$ cat src/design/uop_defines.svh
// register offsets, field positions, reset values and timing figures
`ifndef UOP_DEFINES_SVH
`define UOP_DEFINES_SVH

// register byte offsets on the plain register port
`define UOP_ADDR_W 4
`define UOP_OFS_LINE 4'h0
`define UOP_OFS_POWER 4'h4
`define UOP_OFS_IRQ 4'h8
`define UOP_OFS_ERREN 4'hc

// line control fields
`define UOP_LC_DP_PU 7
`define UOP_LC_DM_PU 6
`define UOP_LC_DP_PD 5
`define UOP_LC_DM_PD 4
`define UOP_LC_PWR_ON 3
`define UOP_LC_SW_EN 2
`define UOP_LC_CHG 1
`define UOP_LC_DIS 0

// power control fields
`define UOP_PC_ACT_PND 7
`define UOP_PC_GUARD 4
`define UOP_PC_BUSY 3
`define UOP_PC_SUSP 1
`define UOP_PC_OP_EN 0

// interrupt flag fields
`define UOP_IF_STALL 7
`define UOP_IF_ATTACH 6
`define UOP_IF_RESUME 5
`define UOP_IF_IDLE 4
`define UOP_IF_TOKEN 3
`define UOP_IF_SOF 2
`define UOP_IF_ERR 1
`define UOP_IF_RESET 0
`define UOP_IF_W1C_MASK 8'hfd

// reset values and read fill
`define UOP_BYTE_ZERO 8'h00
`define UOP_WORD_ZERO 32'h0000_0000
`define UOP_UPPER_ZERO 24'h00_0000

// synchroniser reset level: idle J, so release shows no false line change
`define UOP_LINE_IDLE 2'h2

// timing
`define UOP_CLK_MHZ 100
`define UOP_IDLE_TIME_US 3000
`define UOP_RESUME_TIME_NS 2500
`define UOP_SHUTDOWN_CYCLES 16

`endif

$ cat src/design/uop_pkg.sv
// shared types of the otg power and interrupt register bank
`default_nettype none

package uop_pkg;

  typedef logic [7:0] uop_byte_t;

  // full-speed line states, {dplus, dminus}
  typedef enum logic [1:0] {
    LS_SE0 = 2'b00,
    LS_K = 2'b01,
    LS_J = 2'b10,
    LS_SE1 = 2'b11
  } uop_line_t;

endpackage

`default_nettype wire

$ cat src/design/uop_line_timer.sv
// qualifier: flags a condition once it has held for a set number of cycles
`timescale 1ns/10ps
`default_nettype none

module uop_line_timer #(
  parameter int CYCLES = 250,
  parameter int CNT_W = 20
) (
  // clock, reset, enable
  input wire logic clk_sys,
  input wire logic nrst,
  input wire logic clkEn,
  // condition in, one-cycle hit out
  input wire logic cond,
  output logic hit
);

  logic [CNT_W-1:0] cnt_r;
  logic [CNT_W-1:0] cnt_nxt;
  logic fired_r;
  logic fired_nxt;
  logic hit_nxt;

  localparam logic [CNT_W-1:0] LAST = CNT_W'(CYCLES - 1);

  // refuse a count the counter cannot hold
  if (CYCLES < 1 || CYCLES > (2 ** CNT_W))
  begin : g_bad
    $error("uop_line_timer: CYCLES does not fit CNT_W");
  end

  // count only while the condition stays; fire once per stable run
  always_comb
  begin
    cnt_nxt = cnt_r;
    fired_nxt = fired_r;
    hit_nxt = 1'b0;
    if (!cond)
    begin
      cnt_nxt = '0;
      fired_nxt = 1'b0;
    end
    else if (!fired_r)
    begin
      if (cnt_r == LAST)
      begin
        hit_nxt = 1'b1;
        fired_nxt = 1'b1;
      end
      else
      begin
        cnt_nxt = cnt_r + CNT_W'(1);
      end
    end
  end

  // state registers
  always_ff @(posedge clk_sys or negedge nrst)
  begin
    if (!nrst)
    begin
      cnt_r <= '0;
      fired_r <= 1'b0;
      hit <= 1'b0;
    end
    else if (clkEn)
    begin
      cnt_r <= cnt_nxt;
      fired_r <= fired_nxt;
      hit <= hit_nxt;
    end
  end

endmodule

`default_nettype wire

$ cat src/design/uop_regs.sv
// otg line control, power control and interrupt flag register bank
//----------------------------------------------------------------------
// How it works
// - line-control D+ pull-up bit one connects D+ pull-up, zero disconnects
// - line-control D- pull-up bit one connects D- pull-up, zero disconnects
// - D+ pull-down bit one connects D+ pull-down, zero disconnects it
// - D- pull-down bit one connects D- pull-down, zero disconnects it
// - software-control bit selects register values, else engine drives resistors
// - supply power-on bit drives the supply power output
// - supply charge bit applies the charging pull-up to the supply line
// - supply discharge bit applies the discharging pull-down to the supply
// - upper bits read zero, writes ignored, implemented bits reset zero
// - activity-pending flag set on activity while suspended, held until suspend clears
// - sleep guard blocks sleep on bus activity or pending notification
// - busy reads one while on or still shutting down after disable
// - suspend gates the usb clock and puts transceiver in low power
// - operation enable zero holds clock, transceiver and analog outputs inactive and frees pins
// - hardware sets low-byte flags; writing one clears; flags hold
// - error summary reflects enabled errors only; writes cannot clear it
// - clearing token-done flag advances the transaction status fifo
// - idle flag set after bus idle for 3 ms or more
// - resume flag set after K state held for 2.5 us
//----------------------------------------------------------------------
//
// The placing of the registers and the address-and-strobe port were decided locally.
`timescale 1ns/10ps
`default_nettype none
`include "uop_defines.svh"

module uop_regs #(
  parameter int IDLE_CYCLES =
    (`UOP_IDLE_TIME_US * `UOP_CLK_MHZ + 0),
  parameter int SHUTDOWN_CYCLES = `UOP_SHUTDOWN_CYCLES
) (
  // clock, reset, enable
  input wire logic clk_sys,
  input wire logic nrst,
  input wire logic clkEn,
  // register port
  input wire logic [`UOP_ADDR_W-1:0] regAddr,
  input wire logic [31:0] regWrData,
  input wire logic regWr,
  input wire logic regRd,
  output logic [31:0] regRdData,
  // data line pins, asynchronous
  input wire logic dplusPin,
  input wire logic dminusPin,
  // serial engine side
  input wire logic hostMode,
  input wire logic hwDplusPullup,
  input wire logic hwDminusPullup,
  input wire logic hwDplusPulldown,
  input wire logic hwDminusPulldown,
  input wire logic stallEvt,
  input wire logic attachEvt,
  input wire logic tokenDoneEvt,
  input wire logic frameStartEvt,
  input wire logic busResetEvt,
  input wire logic detachEvt,
  input wire logic [7:0] errStatus,
  input wire logic engineBusy,
  output logic tokenFifoAdvance,
  // resistor and supply controls
  output logic dplusPullupOn,
  output logic dminusPullupOn,
  output logic dplusPulldownOn,
  output logic dminusPulldownOn,
  output logic supplyPowerOn,
  output logic supplyChargeOn,
  output logic supplyDischargeOn,
  // power management
  output logic usbClkRun,
  output logic xcvrLowPower,
  output logic usbPinsOwned,
  output logic analogOn,
  output logic sleepBlock
);

  localparam int RESUME_CYCLES =
    (`UOP_RESUME_TIME_NS * `UOP_CLK_MHZ + 999) / 1000;
  localparam int OFF_W = 8;

  // refuse counts the logic cannot serve
  if (SHUTDOWN_CYCLES < 1 || SHUTDOWN_CYCLES > 255)
  begin : g_bad_off
    $error("uop_regs: SHUTDOWN_CYCLES out of range");
  end

  // address decode used by both the read and the write path
  function automatic logic hitOfs(input logic [`UOP_ADDR_W-1:0] a,
                                  input logic [`UOP_ADDR_W-1:0] ofs);
    hitOfs = (a == ofs);
  endfunction

  //--------------------------------------------------------------------
  // pin synchronisers
  //--------------------------------------------------------------------
  logic [1:0] pinMeta_r;
  logic [1:0] pinSync_r;
  logic [1:0] pinPrev_r;
  uop_pkg::uop_line_t lineNow;

  // two flops before anything looks at the pins
  always_ff @(posedge clk_sys or negedge nrst)
  begin
    if (!nrst)
    begin
      pinMeta_r <= `UOP_LINE_IDLE;
      pinSync_r <= `UOP_LINE_IDLE;
      pinPrev_r <= `UOP_LINE_IDLE;
    end
    else if (clkEn)
    begin
      pinMeta_r <= {dplusPin, dminusPin};
      pinSync_r <= pinMeta_r;
      pinPrev_r <= pinSync_r;
    end
  end

  assign lineNow = uop_pkg::uop_line_t'(pinSync_r);

  //--------------------------------------------------------------------
  // idle and resume qualifiers
  //--------------------------------------------------------------------
  logic idleHit;
  logic resumeHit;
  logic lineActive;

  assign lineActive = (pinSync_r != pinPrev_r);

  uop_line_timer #(
    .CYCLES(IDLE_CYCLES),
    .CNT_W(20)
  ) u_idle (
    .clk_sys(clk_sys),
    .nrst(nrst),
    .clkEn(clkEn),
    .cond(lineNow == uop_pkg::LS_J),
    .hit(idleHit)
  );

  uop_line_timer #(
    .CYCLES(RESUME_CYCLES),
    .CNT_W(9)
  ) u_resume (
    .clk_sys(clk_sys),
    .nrst(nrst),
    .clkEn(clkEn),
    .cond(lineNow == uop_pkg::LS_K),
    .hit(resumeHit)
  );

  //--------------------------------------------------------------------
  // register state
  //--------------------------------------------------------------------
  uop_pkg::uop_byte_t lineCtrl_r;
  uop_pkg::uop_byte_t lineCtrl_nxt;
  uop_pkg::uop_byte_t errEn_r;
  uop_pkg::uop_byte_t errEn_nxt;
  uop_pkg::uop_byte_t irq_r;
  uop_pkg::uop_byte_t irq_nxt;
  logic guard_r;
  logic guard_nxt;
  logic susp_r;
  logic susp_nxt;
  logic opEn_r;
  logic opEn_nxt;
  logic actPnd_r;
  logic actPnd_nxt;
  logic errSum_r;
  logic errSum_nxt;
  logic [OFF_W-1:0] offCnt_r;
  logic [OFF_W-1:0] offCnt_nxt;
  logic busy;
  uop_pkg::uop_byte_t irqSet;
  uop_pkg::uop_byte_t irqClr;
  logic wrLine;
  logic wrPower;
  logic wrIrq;
  logic wrErrEn;

  // write decode; upper data bits are never looked at
  assign wrLine = regWr && hitOfs(regAddr, `UOP_OFS_LINE);
  assign wrPower = regWr && hitOfs(regAddr, `UOP_OFS_POWER);
  assign wrIrq = regWr && hitOfs(regAddr, `UOP_OFS_IRQ);
  assign wrErrEn = regWr && hitOfs(regAddr, `UOP_OFS_ERREN);

  // busy covers the drain time after a disable
  assign busy = opEn_r || engineBusy || (offCnt_r != '0);

  // hardware events into the flag byte; bit 0 meaning follows the role
  always_comb
  begin
    irqSet = `UOP_BYTE_ZERO;
    irqSet[`UOP_IF_STALL] = stallEvt;
    irqSet[`UOP_IF_ATTACH] = attachEvt;
    irqSet[`UOP_IF_RESUME] = resumeHit;
    irqSet[`UOP_IF_IDLE] = idleHit;
    irqSet[`UOP_IF_TOKEN] = tokenDoneEvt;
    irqSet[`UOP_IF_SOF] = frameStartEvt;
    irqSet[`UOP_IF_RESET] = hostMode ? detachEvt : busResetEvt;
  end

  // write-one-to-clear; the summary bit is outside the mask
  assign irqClr = wrIrq ? (regWrData[7:0] & `UOP_IF_W1C_MASK)
                        : `UOP_BYTE_ZERO;

  // next values of every software-visible bit
  always_comb
  begin
    lineCtrl_nxt = lineCtrl_r;
    errEn_nxt = errEn_r;
    guard_nxt = guard_r;
    susp_nxt = susp_r;
    opEn_nxt = opEn_r;
    offCnt_nxt = offCnt_r;
    if (wrLine)
    begin
      lineCtrl_nxt = regWrData[7:0];
    end
    if (wrErrEn)
    begin
      errEn_nxt = regWrData[7:0];
    end
    // busy itself is status, so its written value is dropped
    if (wrPower)
    begin
      guard_nxt = regWrData[`UOP_PC_GUARD];
      susp_nxt = regWrData[`UOP_PC_SUSP];
      opEn_nxt = regWrData[`UOP_PC_OP_EN];
    end
    // start draining on the falling edge of the enable
    if (opEn_r && !opEn_nxt)
    begin
      offCnt_nxt = OFF_W'(SHUTDOWN_CYCLES);
    end
    else if (offCnt_r != '0)
    begin
      offCnt_nxt = offCnt_r - OFF_W'(1);
    end
    // set wins over clear
    irq_nxt = (irq_r & ~irqClr) | irqSet;
    // the summary is only ever driven by enabled errors
    errSum_nxt = |(errStatus & errEn_r);
    // pending from activity seen while suspended until suspend clears
    actPnd_nxt = actPnd_r;
    if (!susp_r)
    begin
      actPnd_nxt = 1'b0;
    end
    if (susp_r && lineActive)
    begin
      actPnd_nxt = 1'b1;
    end
  end

  // register bank flops, all zero at reset
  always_ff @(posedge clk_sys or negedge nrst)
  begin
    if (!nrst)
    begin
      lineCtrl_r <= `UOP_BYTE_ZERO;
      errEn_r <= `UOP_BYTE_ZERO;
      irq_r <= `UOP_BYTE_ZERO;
      guard_r <= 1'b0;
      susp_r <= 1'b0;
      opEn_r <= 1'b0;
      actPnd_r <= 1'b0;
      errSum_r <= 1'b0;
      offCnt_r <= '0;
    end
    else if (clkEn)
    begin
      lineCtrl_r <= lineCtrl_nxt;
      errEn_r <= errEn_nxt;
      irq_r <= irq_nxt;
      guard_r <= guard_nxt;
      susp_r <= susp_nxt;
      opEn_r <= opEn_nxt;
      actPnd_r <= actPnd_nxt;
      errSum_r <= errSum_nxt;
      offCnt_r <= offCnt_nxt;
    end
  end

  //--------------------------------------------------------------------
  // read path
  //--------------------------------------------------------------------
  logic [31:0] rdData_nxt;
  uop_pkg::uop_byte_t rdByte;

  // unmapped addresses and the upper bits read zero
  always_comb
  begin
    rdByte = `UOP_BYTE_ZERO;
    if (hitOfs(regAddr, `UOP_OFS_LINE))
    begin
      rdByte = lineCtrl_r;
    end
    else if (hitOfs(regAddr, `UOP_OFS_POWER))
    begin
      rdByte[`UOP_PC_ACT_PND] = actPnd_r;
      rdByte[`UOP_PC_GUARD] = guard_r;
      rdByte[`UOP_PC_BUSY] = busy;
      rdByte[`UOP_PC_SUSP] = susp_r;
      rdByte[`UOP_PC_OP_EN] = opEn_r;
    end
    else if (hitOfs(regAddr, `UOP_OFS_IRQ))
    begin
      rdByte = irq_r;
      rdByte[`UOP_IF_ERR] = errSum_r;
    end
    else if (hitOfs(regAddr, `UOP_OFS_ERREN))
    begin
      rdByte = errEn_r;
    end
    // data stands only in the cycle after the strobe
    rdData_nxt = regRd ? {`UOP_UPPER_ZERO, rdByte} : `UOP_WORD_ZERO;
  end

  //--------------------------------------------------------------------
  // output controls
  //--------------------------------------------------------------------
  logic [3:0] resSel;
  logic [12:0] outs_nxt;

  // resistor source: software value or engine; registered, so one cycle
  // behind the write, which the analog switches never notice
  always_comb
  begin
    if (lineCtrl_r[`UOP_LC_SW_EN])
    begin
      resSel = {lineCtrl_r[`UOP_LC_DP_PU], lineCtrl_r[`UOP_LC_DM_PU],
                lineCtrl_r[`UOP_LC_DP_PD], lineCtrl_r[`UOP_LC_DM_PD]};
    end
    else
    begin
      resSel = {hwDplusPullup, hwDminusPullup,
                hwDplusPulldown, hwDminusPulldown};
    end
    outs_nxt[12] = resSel[3];
    outs_nxt[11] = resSel[2];
    outs_nxt[10] = resSel[1];
    outs_nxt[9] = resSel[0];
    outs_nxt[8] = lineCtrl_r[`UOP_LC_PWR_ON];
    outs_nxt[7] = lineCtrl_r[`UOP_LC_CHG];
    outs_nxt[6] = lineCtrl_r[`UOP_LC_DIS];
    outs_nxt[5] = opEn_r && !susp_r;
    outs_nxt[4] = susp_r || !opEn_r;
    outs_nxt[3] = opEn_r;
    outs_nxt[2] = opEn_r && !susp_r;
    outs_nxt[1] = guard_r && (lineActive || actPnd_r);
    outs_nxt[0] = irqClr[`UOP_IF_TOKEN] && irq_r[`UOP_IF_TOKEN];
  end

  // every output straight from a flop
  always_ff @(posedge clk_sys or negedge nrst)
  begin
    if (!nrst)
    begin
      regRdData <= `UOP_WORD_ZERO;
      dplusPullupOn <= 1'b0;
      dminusPullupOn <= 1'b0;
      dplusPulldownOn <= 1'b0;
      dminusPulldownOn <= 1'b0;
      supplyPowerOn <= 1'b0;
      supplyChargeOn <= 1'b0;
      supplyDischargeOn <= 1'b0;
      usbClkRun <= 1'b0;
      xcvrLowPower <= 1'b1;
      usbPinsOwned <= 1'b0;
      analogOn <= 1'b0;
      sleepBlock <= 1'b0;
      tokenFifoAdvance <= 1'b0;
    end
    else if (clkEn)
    begin
      regRdData <= rdData_nxt;
      dplusPullupOn <= outs_nxt[12];
      dminusPullupOn <= outs_nxt[11];
      dplusPulldownOn <= outs_nxt[10];
      dminusPulldownOn <= outs_nxt[9];
      supplyPowerOn <= outs_nxt[8];
      supplyChargeOn <= outs_nxt[7];
      supplyDischargeOn <= outs_nxt[6];
      usbClkRun <= outs_nxt[5];
      xcvrLowPower <= outs_nxt[4];
      usbPinsOwned <= outs_nxt[3];
      analogOn <= outs_nxt[2];
      sleepBlock <= outs_nxt[1];
      tokenFifoAdvance <= outs_nxt[0];
    end
  end

endmodule

`default_nettype wire

$ cat config.mk
export PLATFORM = sky130hd
export DESIGN_NAME = uop_regs
export DESIGN_NICKNAME = d
export VERILOG_FILES = /design/src/design/uop_pkg.sv /design/src/design/uop_line_timer.sv /design/src/design/uop_regs.sv
export VERILOG_INCLUDE_DIRS = /design/src /design/src/design
export SDC_FILE = /design/constraint.sdc
export NUM_CORES = 1
export LEC_CHECK = 0
export BUFFER_PORTS_ARGS = -buffer_cell sky130_fd_sc_hd__buf_2
export CAP_MARGIN = 20
export CORE_UTILIZATION = 54
export DETAILED_ROUTE_END_ITERATION = 6
export GPL_ROUTABILITY_DRIVEN = 0
export PLACE_DENSITY = 0.89
export SYNTH_ARGS = -nofsm -noshare
export SYNTH_HDL_FRONTEND = slang
export SYNTH_SLANG_ARGS = --single-unit
$ cat constraint.sdc
create_clock -name clk_sys -period 2.1 [get_ports clk_sys]
set_clock_uncertainty 0.1 [all_clocks]
set_input_delay 0 -clock clk_sys [delete_from_list [all_inputs] [get_ports clk_sys]]
set_output_delay 0 -clock clk_sys [all_outputs]
set_load 0.02 [all_outputs]
==> run metrics <==
final setup violation count=0; die width=96.9 microns; Ys Warns=0; unique cell type count in the Yosys netlist=66; number of global-route vias before repair=4332; asr flop ratio synth=100%; Post-synth EDFFs=0; Worst Setup Start Kind=flop; Seq/Total Area, Yosys=49.0%; delay-heaviest family, CP=compound AO/OA/AOI/OAI gates; Final period util=99.9%; layout cell share with drive strength beyond 1=26.8%; # diodes=0; maximum VDD drop=0.571 mV; Core Region=8720 sq um; CTS sink count=95; largest net degree at the start of global routing=46; Area contributors post-synth=dfrtp_1 (47%), mux2_2 (7.4%), buf_4 (3.9%); WL/cell=19.7 microns; status=complete, no violations; Total Power=4.54 mW; layout overhead on the synthesized area=21.7%; CTS Buf Count=9; slowest CP cell=o311ai_0; clock root buffer=clkbuf_8; Worst path max stage delay=0.76 ns; crit path kind=flop to flop; die area=9390 sq um; Avg Cell Area, Syn=10.4 sq um; Post-Syn Area=4860 sq um; Pleak=2.61 nW; Synth top area share=46.8%; Site Rows=34; initial antenna violation count=0; hpwl dp=7.97 mm; Longest Clk Path Bufs=2; Ports=108; CP Data Arrival Time=2.32 ns; vias=4287; GRT Overall Usage=29.2%; Max-Cap Viols=0; layout net count=645; HP Class=input port to flop; starting density of the core=55.8%; CTS tree=done; DR iter-0 viols=398; # DRC=0; Final min period=2.10 ns; Hold WS=0.0243 ns; final wirelength=13.6 mm; synthesis-stage register bit count=95; Util after Layout=67.9%; overflow left after global routing=0; Slew Limit Fails=0; Port Buffers=59; top_reg_cell synth=dfrtp_1; Required @ worst endpoint=2.32 ns; global-route wire length before repair=21.5 mm; PD cells=767 nW/um^2; critical-path maximum fanout=4; Reg clk slew, reported paths=0.11 ns; worst skew pair latency=0.39 ns; worst-path cell chain=inv_1 -> ha_1 -> nand4b_1 -> nor4b_2 -> o311ai_0 -> o21a_1; first-pass iteration count of the detailed router=5; overall die height=96.9 microns; vias per inst=6.21; Worst Setup End Kind=flop; most area-hungry cell type in the Yosys netlist=dfrtp_1; total number of H-tree levels=3; Syn Inst Count=467; measured slew at the worst slew-check pin=0.950 ns; Crit path buffers/inverters=1; fmax=477 MHz; relative slew slack=36.5%; Antenna Nets Post-Route=0; final hold violations=0
-- registers in the layout (all words and copies together), names as in the netlist, 2 cells and up --
register        count
offCnt_r            8
u_idle.cnt_r       20
pinMeta_r           2
lineCtrl_r          8
regRdData           8
pinPrev_r           2
lineNow             2
u_resume.cnt_r      9
errEn_r             8
irq_r               7
-- synth_stat cells, drive strengths merged (6+ instances only) --
cell / n
a21oi: 19
a22o: 8
buf: 34
dfrtp: 91
inv: 14
mux2: 32
mux2i: 9
nand2: 39
nand2b: 6
nand3: 18
nand4: 8
nor2: 45
nor3: 9
nor4: 7
o21ai: 21
o2bb2ai: 8
xnor2: 10
xor2: 9
-- cells in the final DEF, fill, tap and decap left out, types with 5 or more instances in the layout --
cell type | synthesis | final
nor2_1 | 45 | 44
nand4_1 | 7 | 7
dfrtp_1 | 91 | 90
nor3_1 | 9 | 9
xor2_1 | 9 | 9
clkbuf_8 | 0 | 9
inv_1 | 14 | 14
a22o_1 | 8 | 8
conb_1 | 1 | 24
o21ai_0 | 19 | 19
a21oi_1 | 19 | 18
o2bb2ai_1 | 8 | 8
nand3_1 | 18 | 18
mux2_2 | 32 | 32
dlygate4sd3_1 | 0 | 39
mux2i_1 | 9 | 9
buf_4 | 25 | 16
o2111ai_1 | 5 | 5
nand2b_1 | 6 | 6
nand2_1 | 39 | 39
xnor2_1 | 10 | 10
buf_2 | 4 | 58
-- cells by family after synthesis --
group / Yosys count / synth area share [%]
simple gates: 162 / 17.7
flops: 95 / 49.0
compound gates: 91 / 13.1
buf+inv: 53 / 6.12
mux: 41 / 9.26
xor+xnor: 19 / 3.42
fa+ha+maj: 5 / 1.29
other cells: 1 / 0.0771
-- timing repair --
action | 4_1_cts | 5_1_grt
endpoints found under the setup margin | 0 | 22
hold buffers | 39 | 0
hold endpoints to repair | 130 | 0
setup buffers | 0 | 1
gates resized for setup | 0 | 8
-- where the power goes --
group          internal (mW)  switching (mW)  total, mW
clock                  0.479           0.774       1.25
sequential              2.07           0.228       2.30
combinational          0.431           0.561      0.993
-- metrics by stage --
stage          setup WS, ns  area, sq um  TNS, ns  instances
2_1_floorplan         0.209         4950        0        490
3_3_place_gp          0.108         5270        0        634
3_5_place_dp         0.0607         5270        0        634
4_1_cts              0.0267         5870        0        689
5_1_grt             -0.0994         5920   -0.137        690
6_report            0.00209         5920        0        690
-- layout make-up --
class,count,area [sq um]
Fill cell,553,2800
Sequential cell,95,2380
Multi-Input combinational cell,342,2300
Timing Repair Buffer,115,841
Tap cell,108,135
Clock buffer,9,124
Clock inverter,7,86.3
Inverter,14,52.6
-- worst paths after layout --
check | startpoint | end | slack, ns | cells after the start
max | offCnt_r[0]$_DFFE_PN0P_ | regRdData[3]$_DFFE_PN0P_ | 0.002 | 6
min | clkEn | lineNow[0]$_DFFE_PN0P_ | 0.02 | 2
max reg2reg | offCnt_r[0]$_DFFE_PN0P_ | regRdData[3]$_DFFE_PN0P_ | 0.002 | 6
min reg2reg | regRdData[5]$_DFFE_PN0P_ | regRdData[5]$_DFFE_PN0P_ | 0.40 | 1
max in group asynchronous | nrst | u_resume.cnt_r[6]$_DFFE_PN0P_ | 0.52 | 3
min in group asynchronous | nrst | errEn_r[2]$_DFFE_PN0P_ | 0.05 | 3
-- layer usage --
layer	vias to the layer above	share of wire, %	global-route usage, %
li1	1855	-	-
met1	2061	37	34.1
met2	291	49	49.2
met3	80	8.5	7.59
met4	0	4.9	15.5
met5	-	0	0
No activity file was read; power rests on OpenSTA's default activity.
